<file path="src/hdl/fault_history_recorder_map.svh">
// Contract
// Keep the newest fault code plus seven older codes shifting behind it.
// Fault latches freq, current, voltages, speed, torque, target, temp.
// Snapshot also holds running hours and hours since the prior fault.
// Command word lowest digit: 0 stop, 1 run; other digits read zero.
// Mode digit: 0 V/F, 1-2 vector speed, 3-4 torque, 5 V/F separation.
// Phase digit: 0 off, 1 accelerate, 2 stop, 3 reduce, 4 steady.
// Regen digit: 0 motoring, 1 generating at the moment of the fault.
// Limiter digit: 0 none, 1 overcurrent, 2 overvoltage, 3 undervoltage.
// Panel stop/reset key clears the fault while a fault is shown.
// Under terminal control, an enabled reset terminal clears the fault.
// Under fieldbus control, a host reset command clears the fault.
// Wait five minutes after overload or overheat trips before reset; the recorder applies no wait and clears at once.
// Under terminal control the run command is withdrawn before reset; the terminal clear does not check runCmd.
// Power-on reset clears the active fault but keeps history and snapshot.
`ifndef FAULT_HISTORY_RECORDER_MAP_SVH
`define FAULT_HISTORY_RECORDER_MAP_SVH

// ==========================================================
// Memory layout
`define FHR_SLOTS        8
`define FHR_CODE_W       16
`define FHR_SNAP_IN      11
`define FHR_SNAP_WORDS   12
`define FHR_SNAP_HOURS   10
`define FHR_IDX_W        5

// ==========================================================
// Register offsets
`define FHR_OFS_CTRL     8'h00
`define FHR_OFS_STATUS   8'h04
`define FHR_OFS_IRQ_STAT 8'h08
`define FHR_OFS_IRQ_MASK 8'h0C
`define FHR_OFS_HIST     8'h40
`define FHR_OFS_HIST_END 8'h90

// ==========================================================
// Field positions
`define FHR_CTRL_SRC_LSB 0
`define FHR_CTRL_TERM_EN 2
`define FHR_STAT_ACTIVE  0
`define FHR_STAT_CLR_LSB 1
`define FHR_IRQ_FAULT    0
`define FHR_IRQ_CLEAR    1

// ==========================================================
// Reset values
`define FHR_RST_MASK     2'h0
`define FHR_RST_TERM_EN  1'b0

`endif

</file>
<file path="src/hdl/fault_history_pkg.sv">
package fault_history_pkg;

	// ==========================================================
	// Captured digit encodings
	typedef enum logic [3:0]
	{
		MODE_VF         = 4'h0,
		MODE_OL_SPEED   = 4'h1,
		MODE_CL_SPEED   = 4'h2,
		MODE_OL_TORQUE  = 4'h3,
		MODE_CL_TORQUE  = 4'h4,
		MODE_VF_SPLIT   = 4'h5
	} control_mode_t;

	typedef enum logic [3:0]
	{
		PHASE_OFF       = 4'h0,
		PHASE_ACCEL     = 4'h1,
		PHASE_STOP_DEC  = 4'h2,
		PHASE_REDUCE    = 4'h3,
		PHASE_STEADY    = 4'h4
	} run_phase_t;

	typedef enum logic [3:0]
	{
		LIMIT_NONE      = 4'h0,
		LIMIT_OVERCUR   = 4'h1,
		LIMIT_OVERVOLT  = 4'h2,
		LIMIT_UNDERVOLT = 4'h3
	} limiter_t;

	// ==========================================================
	// Command sources and clear causes
	typedef enum logic [1:0]
	{
		SRC_PANEL       = 2'h0,
		SRC_TERMINAL    = 2'h1,
		SRC_FIELDBUS    = 2'h2
	} cmd_source_t;

	typedef enum logic [1:0]
	{
		CLR_NONE        = 2'h0,
		CLR_PANEL       = 2'h1,
		CLR_TERMINAL    = 2'h2,
		CLR_FIELDBUS    = 2'h3
	} clear_src_t;

	// ==========================================================
	// Bus state machine
	typedef enum logic [2:0]
	{
		BUS_IDLE        = 3'b001,
		BUS_FETCH       = 3'b010,
		BUS_REPLY       = 3'b100
	} bus_state_t;

	typedef struct packed
	{
		bus_state_t  busState;
		logic [7:0]  addr;
		logic        addrHit;
		logic        isWrite;
		logic        hreadyout;
		logic [31:0] hrdata;
		logic        hresp;
		cmd_source_t cmdSource;
		logic        termResetEn;
		logic        faultActive;
		clear_src_t  lastClear;
		logic [1:0]  irqStatus;
		logic [1:0]  irqMask;
		logic        irq;
		logic [1:0]  sync1;
		logic [1:0]  sync2;
		logic [1:0]  sync3;
		logic [1:0]  pinLevel;
		logic [4:0]  rdIdx;
	} recorder_state_t;

endpackage

</file>
<file path="src/hdl/fault_mem_if.sv">
`timescale 1ns/1ps
`include "fault_history_recorder_map.svh"

interface fault_mem_if;
	logic                                   push;
	logic [`FHR_CODE_W-1:0]                 code;
	logic [`FHR_SNAP_IN-1:0][`FHR_CODE_W-1:0] snapIn;
	logic [`FHR_IDX_W-1:0]                  rdIdx;
	logic [`FHR_CODE_W-1:0]                 rdData;

	modport store (input push, input code, input snapIn, input rdIdx,
		output rdData);
	modport feed (output push, output code, output snapIn, output rdIdx,
		input rdData);
endinterface

</file>
<file path="src/hdl/fault_history_recorder.sv">
// Chosen here: the register addresses and the AHB-Lite register port.
`timescale 1ns/1ps
`include "fault_history_recorder_map.svh"

module fault_history_recorder
(
	// Clock and reset
	input  wire logic                          clk_sys,
	input  wire logic                          nrst,
	// AHB-Lite slave
	input  wire logic                          hsel,
	input  wire logic [31:0]                   haddr,
	input  wire logic [1:0]                    htrans,
	input  wire logic                          hwrite,
	input  wire logic [2:0]                    hsize,
	input  wire logic [31:0]                   hwdata,
	input  wire logic                          hready,
	output      logic                          hreadyout,
	output      logic [31:0]                   hrdata,
	output      logic                          hresp,
	// Fault event from drive logic
	input  wire logic                          faultStrobe,
	input  wire logic [15:0]                   faultCode,
	// Drive quantities
	input  wire logic [15:0]                   outFreq,
	input  wire logic [15:0]                   outCurrent,
	input  wire logic [15:0]                   outVoltage,
	input  wire logic [15:0]                   motorSpeed,
	input  wire logic [15:0]                   dcBusVoltage,
	input  wire logic [15:0]                   outTorque,
	input  wire logic [15:0]                   targetFreq,
	input  wire logic [15:0]                   maxTemp,
	input  wire logic [15:0]                   runHours,
	// Drive condition
	input  wire logic                          runCmd,
	input  wire fault_history_pkg::control_mode_t controlMode,
	input  wire fault_history_pkg::run_phase_t runPhase,
	input  wire logic                          regenerating,
	input  wire fault_history_pkg::limiter_t   limiter,
	// Reset sources
	input  wire logic                          panelResetKey,
	input  wire logic                          terminalResetPin,
	input  wire logic                          busResetCmd,
	// Status outputs
	output      logic                          faultActive,
	output      logic                          irq
);
	import fault_history_pkg::*;

	// ==========================================================
	// Helpers
	function automatic logic [4:0] memIndex(input logic [7:0] a);
		logic [7:0] d;
		d = a - `FHR_OFS_HIST;
		return d[6:2];
	endfunction

	function automatic logic isMemAddr(input logic [7:0] a);
		return (a >= `FHR_OFS_HIST) && (a < `FHR_OFS_HIST_END);
	endfunction

	function automatic logic pinRise(input logic s2, input logic s3,
		input logic level);
		return (s2 == s3) && s2 && !level;
	endfunction

	// ==========================================================
	// History memory
	fault_mem_if memBus ();

	fault_history_mem #(
		.SLOTS (`FHR_SLOTS),
		.WORDS (`FHR_SNAP_WORDS)
	) u_mem (
		.clk_sys (clk_sys),
		.port    (memBus.store)
	);

	recorder_state_t s;
	recorder_state_t next_s;

	logic [15:0] commandWord;
	logic [15:0] conditionWord;

	assign commandWord   = {12'h000, 3'h0, runCmd};
	assign conditionWord = {limiter,
		3'h0, regenerating,
		runPhase,
		controlMode};

	assign memBus.push       = faultStrobe;
	assign memBus.code       = faultCode;
	assign memBus.snapIn[0]  = outFreq;
	assign memBus.snapIn[1]  = outCurrent;
	assign memBus.snapIn[2]  = outVoltage;
	assign memBus.snapIn[3]  = motorSpeed;
	assign memBus.snapIn[4]  = dcBusVoltage;
	assign memBus.snapIn[5]  = outTorque;
	assign memBus.snapIn[6]  = targetFreq;
	assign memBus.snapIn[7]  = maxTemp;
	assign memBus.snapIn[8]  = commandWord;
	assign memBus.snapIn[9]  = conditionWord;
	assign memBus.snapIn[10] = runHours;
	assign memBus.rdIdx      = s.rdIdx;

	// ==========================================================
	// Next state
	always_comb
	begin
		logic       keyRise;
		logic       termRise;
		logic       panelClr;
		logic       termClr;
		logic       busClr;
		logic       anyClr;
		logic [1:0] irqSet;
		logic [1:0] irqW1c;
		logic [31:0] rd;
		keyRise  = 1'b0;
		termRise = 1'b0;
		panelClr = 1'b0;
		termClr  = 1'b0;
		busClr   = 1'b0;
		anyClr   = 1'b0;
		irqSet   = 2'h0;
		irqW1c   = 2'h0;
		rd       = 32'h00000000;
		next_s   = s;

		// Pin synchronisers and filter
		next_s.sync1 = {terminalResetPin, panelResetKey};
		next_s.sync2 = s.sync1;
		next_s.sync3 = s.sync2;
		for (int b = 0; b < 2; b++)
		begin
			if (s.sync2[b] == s.sync3[b])
			begin
				next_s.pinLevel[b] = s.sync2[b];
			end
		end
		keyRise  = pinRise(s.sync2[0], s.sync3[0], s.pinLevel[0]);
		termRise = pinRise(s.sync2[1], s.sync3[1], s.pinLevel[1]);

		// Fault clear sources
		panelClr = keyRise && s.faultActive;
		termClr  = termRise && s.faultActive && s.termResetEn
			&& (s.cmdSource == SRC_TERMINAL);
		busClr   = busResetCmd && s.faultActive
			&& (s.cmdSource == SRC_FIELDBUS);
		anyClr   = panelClr || termClr || busClr;

		if (panelClr)
		begin
			next_s.lastClear = CLR_PANEL;
		end
		else if (termClr)
		begin
			next_s.lastClear = CLR_TERMINAL;
		end
		else if (busClr)
		begin
			next_s.lastClear = CLR_FIELDBUS;
		end

		// New fault wins over a clear in the same cycle
		if (faultStrobe)
		begin
			next_s.faultActive = 1'b1;
		end
		else if (anyClr)
		begin
			next_s.faultActive = 1'b0;
		end

		irqSet[`FHR_IRQ_FAULT] = faultStrobe;
		irqSet[`FHR_IRQ_CLEAR] = anyClr && !faultStrobe;

		// Bus slave
		next_s.hresp = 1'b0;
		case (s.busState)
			BUS_IDLE:
			begin
				if (hsel && htrans[1] && hready)
				begin
					next_s.addr      = haddr[7:0];
					next_s.addrHit   = (haddr[31:8] == 24'h000000)
						&& (haddr[1:0] == 2'h0);
					next_s.isWrite   = hwrite;
					next_s.rdIdx     = memIndex(haddr[7:0]);
					next_s.hreadyout = 1'b0;
					next_s.busState  = BUS_FETCH;
				end
			end
			BUS_FETCH:
			begin
				next_s.busState = BUS_REPLY;
			end
			BUS_REPLY:
			begin
				if (s.addrHit)
				begin
					if (isMemAddr(s.addr))
					begin
						rd = {16'h0000, memBus.rdData};
					end
					else
					begin
						case (s.addr)
							`FHR_OFS_CTRL:
							begin
								rd[`FHR_CTRL_SRC_LSB +: 2] = s.cmdSource;
								rd[`FHR_CTRL_TERM_EN]      = s.termResetEn;
							end
							`FHR_OFS_STATUS:
							begin
								rd[`FHR_STAT_ACTIVE]       = s.faultActive;
								rd[`FHR_STAT_CLR_LSB +: 2] = s.lastClear;
							end
							`FHR_OFS_IRQ_STAT:
							begin
								rd[1:0] = s.irqStatus;
							end
							`FHR_OFS_IRQ_MASK:
							begin
								rd[1:0] = s.irqMask;
							end
							default:
							begin
								rd = 32'h00000000;
							end
						endcase
					end
					if (s.isWrite)
					begin
						case (s.addr)
							`FHR_OFS_CTRL:
							begin
								next_s.cmdSource = cmd_source_t'(
									hwdata[`FHR_CTRL_SRC_LSB +: 2]);
								next_s.termResetEn = hwdata[`FHR_CTRL_TERM_EN];
							end
							`FHR_OFS_IRQ_STAT:
							begin
								irqW1c = hwdata[1:0];
							end
							`FHR_OFS_IRQ_MASK:
							begin
								next_s.irqMask = hwdata[1:0];
							end
							default:
							begin
								irqW1c = 2'h0;
							end
						endcase
					end
				end
				next_s.hrdata    = s.isWrite ? 32'h00000000 : rd;
				next_s.hreadyout = 1'b1;
				next_s.busState  = BUS_IDLE;
			end
			default:
			begin
				next_s.hreadyout = 1'b1;
				next_s.busState  = BUS_IDLE;
			end
		endcase

		// Sticky interrupt status, set beats clear
		next_s.irqStatus = (s.irqStatus & ~irqW1c) | irqSet;
		next_s.irq       = |(next_s.irqStatus & s.irqMask);
	end

	// ==========================================================
	// State register
	always_ff @(posedge clk_sys or negedge nrst)
	begin
		if (!nrst)
		begin
			s.busState    <= BUS_IDLE;
			s.addr        <= 8'h00;
			s.addrHit     <= 1'b0;
			s.isWrite     <= 1'b0;
			s.hreadyout   <= 1'b1;
			s.hrdata      <= 32'h00000000;
			s.hresp       <= 1'b0;
			s.cmdSource   <= SRC_PANEL;
			s.termResetEn <= `FHR_RST_TERM_EN;
			s.faultActive <= 1'b0;
			s.lastClear   <= CLR_NONE;
			s.irqStatus   <= 2'h0;
			s.irqMask     <= `FHR_RST_MASK;
			s.irq         <= 1'b0;
			s.sync1       <= 2'h0;
			s.sync2       <= 2'h0;
			s.sync3       <= 2'h0;
			s.pinLevel    <= 2'h0;
			s.rdIdx       <= 5'h00;
		end
		else
		begin
			s <= next_s;
		end
	end

	// ==========================================================
	// Outputs
	assign hreadyout   = s.hreadyout;
	assign hrdata      = s.hrdata;
	assign hresp       = s.hresp;
	assign faultActive = s.faultActive;
	assign irq         = s.irq;

endmodule

</file>
<file path="src/hdl/fault_history_mem.sv">
`timescale 1ns/1ps
`include "fault_history_recorder_map.svh"

module fault_history_mem
#(
	parameter int SLOTS = `FHR_SLOTS,
	parameter int WORDS = `FHR_SNAP_WORDS
)
(
	// Clock
	input wire logic clk_sys,
	// Store port
	fault_mem_if.store port
);

	// ==========================================================
	// Parameter check
	if (SLOTS < 2 || WORDS != `FHR_SNAP_WORDS ||
		SLOTS + WORDS > (1 << `FHR_IDX_W))
	begin : g_check
		$error("fault_history_mem: unsupported SLOTS or WORDS");
	end

	// ==========================================================
	// State, deliberately without reset so it survives power-on reset
	typedef struct packed
	{
		logic [SLOTS-1:0][`FHR_CODE_W-1:0] codes;
		logic [WORDS-1:0][`FHR_CODE_W-1:0] snap;
		logic [`FHR_CODE_W-1:0]            rdData;
	} mem_state_t;

	mem_state_t s;
	mem_state_t next_s;

	always_comb
	begin
		int k;
		k = int'(port.rdIdx);
		next_s = s;
		if (port.push)
		begin
			next_s.codes[0] = port.code;
			for (int i = 1; i < SLOTS; i++)
			begin
				next_s.codes[i] = s.codes[i-1];
			end
			for (int i = 0; i < `FHR_SNAP_IN; i++)
			begin
				next_s.snap[i] = port.snapIn[i];
			end
			next_s.snap[WORDS-1] = port.snapIn[`FHR_SNAP_HOURS]
				- s.snap[`FHR_SNAP_HOURS];
		end
		if (k < SLOTS)
		begin
			next_s.rdData = s.codes[k];
		end
		else if (k < SLOTS + WORDS)
		begin
			next_s.rdData = s.snap[k - SLOTS];
		end
		else
		begin
			next_s.rdData = 16'h0000;
		end
	end

	always_ff @(posedge clk_sys)
	begin
		s <= next_s;
	end

	assign port.rdData = s.rdData;

endmodule

</file>
<file path="config.mk">
export PLATFORM = sky130hd
export DESIGN_NAME = fault_history_recorder
export DESIGN_NICKNAME = d
export VERILOG_FILES = /design/src/hdl/fault_history_pkg.sv /design/src/hdl/fault_mem_if.sv /design/src/hdl/fault_history_recorder.sv /design/src/hdl/fault_history_mem.sv
export VERILOG_INCLUDE_DIRS = /design/src /design/src/hdl
export SDC_FILE = /design/constraint.sdc
export NUM_CORES = 1
export LEC_CHECK = 0
export BUFFER_PORTS_ARGS = -buffer_cell sky130_fd_sc_hd__buf_2
export CAP_MARGIN = 20
export CORE_UTILIZATION = 50
export DETAILED_ROUTE_END_ITERATION = 7
export PLACE_DENSITY = 0.85
export SYNTH_ARGS = -nofsm -noshare
export SYNTH_HDL_FRONTEND = slang
export SYNTH_SLANG_ARGS = --single-unit
</file>
<file path="constraint.sdc">
create_clock -name clk_sys -period 2 [get_ports clk_sys]
set_input_delay 0.3 -clock clk_sys [delete_from_list [all_inputs] [get_ports clk_sys]]
set_output_delay 0.3 -clock clk_sys [all_outputs]
set_load 0.005 [all_outputs]
</file>
==> results of run 1 <==
sequential cells by signal, indices dropped and copies added (netlist names):
name	count
u_mem.s	302
s	26
hrdata	16
u_mem.port.rdData	16
next_s	4
faultActive	1
hreadyout	1
irq	1
memBus.rdIdx	1
worst max-delay path, delay by kind of cell (launching register included):
family | cells | cell delay, ns
xor+xnor | 1 | 0.12
fa+ha+maj | 2 | 0.58
compound gates | 2 | 0.34
simple gates | 2 | 0.34
flops | 1 | 0.41
synth_stat cells, drive strengths merged, types with 3 or more instances:
library cell	number
nand2b	5
o21ai	12
nor2b	6
clkbuf	15
dfrtp	48
nor2	29
dfxtp	16
a21o	7
edfxtp	302
nor4	6
mux4	67
ha	17
mux2i	11
nand2	66
nor3	9
buf	54
o211ai	12
a22o	14
xor2	5
a21boi	3
a22oi	14
nand3	7
inv	22
a21oi	29
xnor2	11
mux2	32
a211oi	4
power by group through the flow:
| stage | Clock (mW) | Combinational (mW) | Sequential, mW |
|---|---|---|---|
| 2_1_floorplan | 0 | 1.89 | 9.39 |
| 3_3_place_gp | 0 | 2.91 | 9.49 |
| 3_5_place_dp | 0 | 2.98 | 9.53 |
| 4_1_cts | 7.32 | 3.32 | 9.39 |
| 5_1_grt | 7.71 | 3.92 | 9.48 |
| 6_report | 7.33 | 3.68 | 9.42 |
per-layer routing:
| layer | vias to the layer above | part of all wire (%) |
|---|---|---|
| met5 | - | 0 |
| met4 | 0 | 3.3 |
| met3 | 82 | 6.6 |
| met2 | 526 | 52 |
| met1 | 4862 | 38 |
| li1 | 4274 | - |
final timing paths:
check	start	end	slack [ns]	depth (start not counted)
max in group asynchronous	nrst	hreadyout	1.38	3
worst max-delay path	u_mem.s[176]	u_mem.s[202]	-0.04	7
worst min register to register	next_s[9]	next_s[7]	0.36	0
min in group asynchronous	nrst	hrdata[13]	0.31	3
worst min-delay path	haddr[1]	s[61]	0.01	3
worst max register to register	u_mem.s[176]	u_mem.s[202]	-0.04	7
layout make-up:
type	instances	share of cell area, %
multi-input cells	413	19.9
repair buffers	498	18.7
diodes	2	0.0246
well taps	384	2.36
clock inverters	18	0.953
flip-flops and latches	368	52.3
clock buffers	52	5.34
inverters	22	0.406
stage by stage:
step,setup TNS (ns),hold WS (ns)
after global routing,-0.370,0.00396
after CTS,0,0.000306
after floorplan,-0.0310,0.00441
after global placement,-0.661,0.312
after detailed placement,-0.940,0.311
final,-0.0465,0.0141
timing repair:
item / 4_1_cts / 5_1_grt
gates cloned: 0 / 2
hold buffers: 182 / 0
gates resized for setup: 12 / 40
hold endpoints to repair: 229 / 0
pin swaps: 3 / 9
setup buffers: 1 / 18
setup endpoints to repair: 10 / 26
cell families (layout without fill, tap and decap cells):
family          count (synthesis)  count (layout)  share of synthesized area (%)
flops                         368             368                           71.3
simple gates                  145             145                           4.64
mux                           110             110                           13.3
compound gates                107             107                           4.86
buf+inv                        91             590                           3.37
fa+ha+maj                      18              18                           1.56
xor+xnor                       16              16                          0.938
other cells                     1              19                         0.0251
==> key figures, run 1 <==
Global routing
  – Most crowded layer after global routing: met2
  – Met2 capacity usage during global routing: 45.1%
  – Met3 usage in global routing: 3.81%
  – Tot GR Track Use: 25.5%
  – Number of antenna violations at the first check in global routing: 2
  – Number of global-route vias before repair: 10,255
  – Pin count of the biggest net entering global routing: between 60 and 70
  – Met1 routing resource usage after global routing: 31.6%
  – Wire length of the first global-routing pass: 58.4 mm
  – GRT Residual Overflow: 0

STA
  – Minimum period implied by the final worst setup slack: roughly 2 ns
  – Final critical-path setup slack: -0.0358 ns
  – Clock tree skew after final layout: roughly 0.011 ns
  – Number of endpoints with negative hold slack in the final report: 0
  – Unrepaired setup endpoints after global routing: yes
  – Fmax: 491 MHz
  – Measured slew at the worst slew-check pin: 0.574 ns
  – Final Max Slew Viols: 0
  – Total setup violations reported at the end of the flow: 2
  – Worst rel slew slack: 61.7%
  – Fraction of the cycle the final worst path needs: 102%

Place
  – I/O Buffers: 237
  – Final HPWL DP: about 22 mm
  – DP Area: 16,800 um2
  – Placed instance count: 1,482
  – RD Place Congestion: 0.822
  – Post-placement setup slack: -0.219 ns

CTS
  – CTS tree: yes
  – Number of buffers inserted during clock tree synthesis: 39
  – Sinks on the clock net: between 300 and 400
  – H-Tree Level Count: 2
  – Insertion delay of the later-clocked pin in the worst-skew pair: 0.52 ns
  – Cell at the root of the clock tree: clkbuf_16
  – CTS max path bufs: 3
  – Clock-pin slew on the worst setup and hold paths: approximately 0.06 ns

Synthesis
  – Count of mapped cells out of synthesis: 856
  – Yosys warns: 0
  – Count of flip-flops with a built-in enable after synthesis: 302
  – Cell taking the most area after synthesis: edfxtp_1
  – Synthesized area divided by synthesized cell count: 17.4 um2
  – Share of flip-flops with an asynchronous set or reset: 13.6%
  – Part of the Yosys area used for sequential elements: 71.3%
  – Top area cells in the synthesized netlist: edfxtp_1 61%, mux4_2 10%, dfrtp_1 8.0%
  – Flip-flop and latch count after synthesis: around 370
  – Post-synthesis instance area: 14,900 um2
  – Number of different library cells in the post-synthesis netlist: 57
  – Leading register cell type out of synthesis: edfxtp_1
  – Area share of the largest cell type after synthesis: between 60 and 70%

Cells and area
  – Area of the multi-input gates: roughly 4000 um2
  – Fill cell count: 1,750
  – Register area: 10,700 um2
  – Number of cells in the finished layout apart from fillers: about 1,800
  – Most common cell after layout, fill and taps aside: edfxtp_1
  – Total non-filler cell area in the finished layout: 20,300 um2
  – Relative area change from synthesis to final layout: 36.3%
  – Utilization of the core after routing: 70.1%
  – Top library cells by usage in the layout, fill and taps aside: 302 x edfxtp_1, 236 x buf_2, 182 x dlygate4sd3_1
  – Net count reported at finish: ~1,600
  – Layout cells sized above 1: 37.6%

Critical path
  – Sequence of cells on the critical path: ha_2 -> fa_2 -> nand2b_4 -> a21oi_4 -> o2111ai_4 -> nor2b_4 -> xnor2_1
  – Element type at the critical path start: flip-flop
  – Worst Path Max Fanout: 3
  – CP max stage delay: 0.41 ns
  – Kind of end point of the critical path: flip-flop
  – Data required time of the worst path: 2.27 ns
  – Data arrival time of the worst path: 2.30 ns
  – Max stage delay cell, worst path: edfxtp_1
  – Crit Path Class: reg2reg

Power and ir drop
  – Sequential cell fraction of total power: 46.1%
  – Power density over the cells: 1000 nW/um2
  – Clk network pwr share: 35.9%
  – Leakage component of the power: 8.00 nW
  – Overall power after layout: 20.4 mW
  – Power share of the combinational group: 18.0%
  – Net Sw Power: 5.06 mW
  – Worst VDD drop: 0.629 mV
  – Switching portion of total power: 24.7%
  – Internal power component: roughly 15 mW

Floorplan
  – Number of standard-cell rows in the floorplan: 62
  – Chip height: 175 um
  – Std-Cell Core Area: 29,000 um2
  – Die area: approximately 31,000 um2
  – Overall die width: 175 um
  – Number of top-level pins: between 200 and 300
  – Starting utilization of the core area: 51.5%

Route
  – Detailed-route vias per instance: between 5 and 6
  – Number of search-and-repair iterations in the first detailed-routing pass: 5
  – DRC: 0
  – Number of DRC markers in iteration 0: between 900 and 1,000
  – Routed vias: around 10,000
  – Total Wirelength: around 39 mm
  – Number of nets with antenna violations after detailed routing: 0
  – Average wire per cell in the routed design: 22.3 um

Run status
  – Failing checks: setup timing
  – Status: finished, violations left

Worst hold path
  – Worst Hold Class: in2reg

Flow run
  – Reported max-cap violation count: 0
(Power assumes the default switching activity.)
==> inputs of run 2 (changes only) <==
- CORE_UTILIZATION: 50 -> 51
- PLACE_DENSITY: 0.85 -> 0.86
- SYNTH_HIERARCHICAL: not set -> 1
==> run 2 against run 1 <==
The flow still finishes with violations (setup timing). Clock power hardly changed. Critical path depth is 1 higher. Register-to-register slack better by 0.05 ns. Final cell count is 1.0% higher. Largest power group unchanged. Largest cell class unchanged. Maximum frequency is 0.15% higher. Synthesized cell count is 6.0% higher. Clock skew is 0.00082 ns higher. Hold slack better by 0.0052 ns. Sequential share of layout area is 1.5 points higher.
==> key figures, run 2 <==
Run status
  – Status: finished, violations left
  – Failing checks: setup timing

Critical path
  – Data required time of the worst path: 2.24 ns
  – Data arrival time of the worst path: 2.28 ns
  – Kind of cell adding the most delay to the critical path: compound AO/OA/AOI/OAI gates
  – Number of stages on the worst setup path: 8
  – Worst setup path endpoint: u_mem/s[205]
  – Kind of end point of the critical path: flip-flop
  – CP max stage delay: 0.53 ns
  – Sequence of cells on the critical path: dlygate4sd3_1 -> buf_2 -> ha_1 -> o21ai_0 -> a21oi_1 -> nand3b_1 -> o311ai_1 -> a311oi_2
  – Max stage delay cell, worst path: dlygate4sd3_1
  – RR Startpoint: u_mem/s[176]
  – Element type at the critical path start: primary input
  – Worst Path Max Fanout: 7
  – Number of cells on the worst reg-to-reg path: 7
  – End of the worst register-to-register path: u_mem/s[204]
  – Flop-to-flop setup slack: around 0.010 ns
  – Number of buffers and inverters on the critical path: 2
  – Setup crit start: runHours[10]
  – Crit Path Class: in2reg

Route
  – Total Wirelength: 38.5 mm
  – Detailed-route vias per instance: 5.60
  – Number of nets with antenna violations after detailed routing: 0
  – Average wire per cell in the routed design: 21.7 um
  – Number of DRC markers in iteration 0: slightly below 900
  – Number of search-and-repair iterations in the first detailed-routing pass: 5
  – DRC: 0
  – Routed vias: 9,935

Synthesis
  – Leading register cell type out of synthesis: edfxtp_1
  – Synthesized area divided by synthesized cell count: ~18 um2
  – Count of mapped cells out of synthesis: 907
  – Number of different library cells in the post-synthesis netlist: 70
  – Share of flip-flops with an asynchronous set or reset: roughly 13%
  – Yosys warns: 6
  – Most frequent cell after synthesis: edfxtp_1
  – Area share of the largest cell type after synthesis: 60.2%
  – Top area cells in the synthesized netlist: edfxtp_1 60%, dfrtp_1 7.5%, mux4_2 7.1%
  – Count of flip-flops with a built-in enable after synthesis: 320
  – Flip-flop and latch count after synthesis: 386
  – Cell taking the most area after synthesis: edfxtp_1
  – Part of the Yosys area used for sequential elements: 70.1%
  – Top post-synthesis cells by count: 320 x edfxtp_1, 83 x mux2i_1, 56 x buf_4
  – Post-synthesis instance area: about 16,000 um2

Cells and area
  – Layout cells sized above 1: 32.0%
  – Register name with the most flops: u_mem/s
  – Net count reported at finish: between 1,500 and 2,000
  – Biggest registers after layout: u_mem/s x320, s x26
  – Top library cells by usage in the layout, fill and taps aside: 320 x edfxtp_1, 236 x buf_2, 178 x dlygate4sd3_1
  – Final antenna diode count: 0
  – Number of cells in the finished layout apart from fillers: 1,775
  – Relative area change from synthesis to final layout: 30.4%
  – Most common cell after layout, fill and taps aside: edfxtp_1
  – Number of flip-flops under the largest register name: 320

Place
  – Placed instance count: around 1,500
  – RD Place Congestion: between 0.8 and 0.9
  – I/O Buffers: roughly 240
  – Final HPWL DP: 22.5 mm

Worst hold path
  – Instance count along the most critical hold path: 2
  – Worst Hold Class: in2reg
  – Startpoint of the tightest hold check path: haddr[5]

STA
  – Fmax: between 400 and 500 MHz
  – Unrepaired setup endpoints after global routing: yes
  – Final critical-path setup slack: -0.0328 ns
  – Total setup violations reported at the end of the flow: 3
  – Number of endpoints with negative hold slack in the final report: 0
  – Final Max Slew Viols: 0
  – Clock tree skew after final layout: around 0.012 ns
  – Fraction of the cycle the final worst path needs: 102%
  – Worst rel slew slack: 57.4%
  – Minimum period implied by the final worst setup slack: a little over 2 ns
  – Measured slew at the worst slew-check pin: 0.639 ns

Global routing
  – Pin count of the biggest net entering global routing: 122
  – Wire length of the first global-routing pass: 57.1 mm
  – GRT Residual Overflow: 0
  – Tot GR Track Use: 24.0%
  – Number of antenna violations at the first check in global routing: 0
  – Number of global-route vias before repair: 10,293

CTS
  – H-Tree Level Count: 2
  – Clock-pin slew on the worst setup and hold paths: 0.06 ns
  – CTS max path bufs: 3
  – Insertion delay of the later-clocked pin in the worst-skew pair: 0.52 ns
  – CTS tree: yes
  – Sinks on the clock net: roughly 390
  – Number of buffers inserted during clock tree synthesis: 40
  – Cell at the root of the clock tree: clkbuf_16

Power and ir drop
  – Overall power after layout: 21.0 mW
  – Worst VDD drop: approximately 0.96 mV
  – Power density over the cells: 1010 nW/um2
  – Leakage component of the power: 8.23 nW

Floorplan
  – Chip height: between 150 and 200 um
  – Number of standard-cell rows in the floorplan: 64
  – Overall die width: between 150 and 200 um
  – Std-Cell Core Area: just over 30,000 um2
  – Starting utilization of the core area: about 52%
  – Die area: 32,000 um2
  – Number of top-level pins: 288

Flow run
  – Reported max-cap violation count: 0
==> run 2: cell types whose count changed after synthesis, sizes merged, moves of 12 or more <==
cell	previous run	this run
mux4	67	50
buf	54	77
a221oi	0	16
a22o	14	29
mux2i	11	83
nand2	66	22
edfxtp	302	320
a21oi	29	17
nor2	29	17
mux2	32	16
o21ai	12	26
==> run 2: worst min-delay path by stage <==
stage                              end  slack (ns)
after floorplan            faultActive       0.004
after global placement       next_s[7]        0.34
after detailed placement     next_s[7]        0.34
after CTS                 u_mem/s[179]       0.002
after global routing             s[65]       0.004
final                            s[65]        0.02
==> run 2: cells by family after synthesis <==
logic type	after synthesis	synth area share, %
AOI/OAI and AO/OA	134	6.24
other	1	0.0235
xor gates and xnor gates	12	0.659
DFF	386	70.1
and+or+nand+nor	95	3.41
buffers and inverters	112	4.52
adders and majority gates	18	1.46
muxes	149	13.6
==> run 2: layout make-up <==
type                       instances  area, um2
clock inverter                    23        211
clock buffer                      48       1060
inverter                          22       87.6
multi-input combinational        443       4340
tap                              396        495
timing repair buffer             457       3410
fill                            1914       9870
sequential                       386      11200
==> run 2: metrics by stage <==
step           cell area, um2  TNS (ns)  hold WS [ns]  setup WS [ns]  utilization, %
2_1_floorplan           16100         0       0.00441         0.0477               -
3_3_place_gp            17500    -0.175         0.335         -0.104            57.2
3_5_place_dp            17500    -0.320         0.339         -0.123            57.2
4_1_cts                 20700         0       0.00201        0.00562            67.4
5_1_grt                 20800    -0.197       0.00352        -0.0814            67.8
6_report                20800   -0.0438        0.0193        -0.0328            67.8
==> run 2: where the power goes <==
| group | switching, mW | internal [mW] |
|---|---|---|
| Sequential | 0.389 | 9.56 |
| Clock | 3.01 | 4.30 |
| Combinational | 1.87 | 1.92 |
==> run 2: layer usage <==
layer  global-route usage, %  vias up  wire [um]
li1                        -     4413          -
met1                    29.8     4942      14900
met2                    41.6      469      19700
met3                    4.05      111       2370
met4                    9.57        0       1530
met5                       0        -          0
==> run 2: timing repair <==
action | in CTS | in global routing
setup buffers | 1 | 4
endpoints found under the setup margin | 8 | 16
resized for setup | 10 | 27
hold endpoints to repair | 225 | 0
pin swaps | 1 | 4
hold buffers | 178 | 0
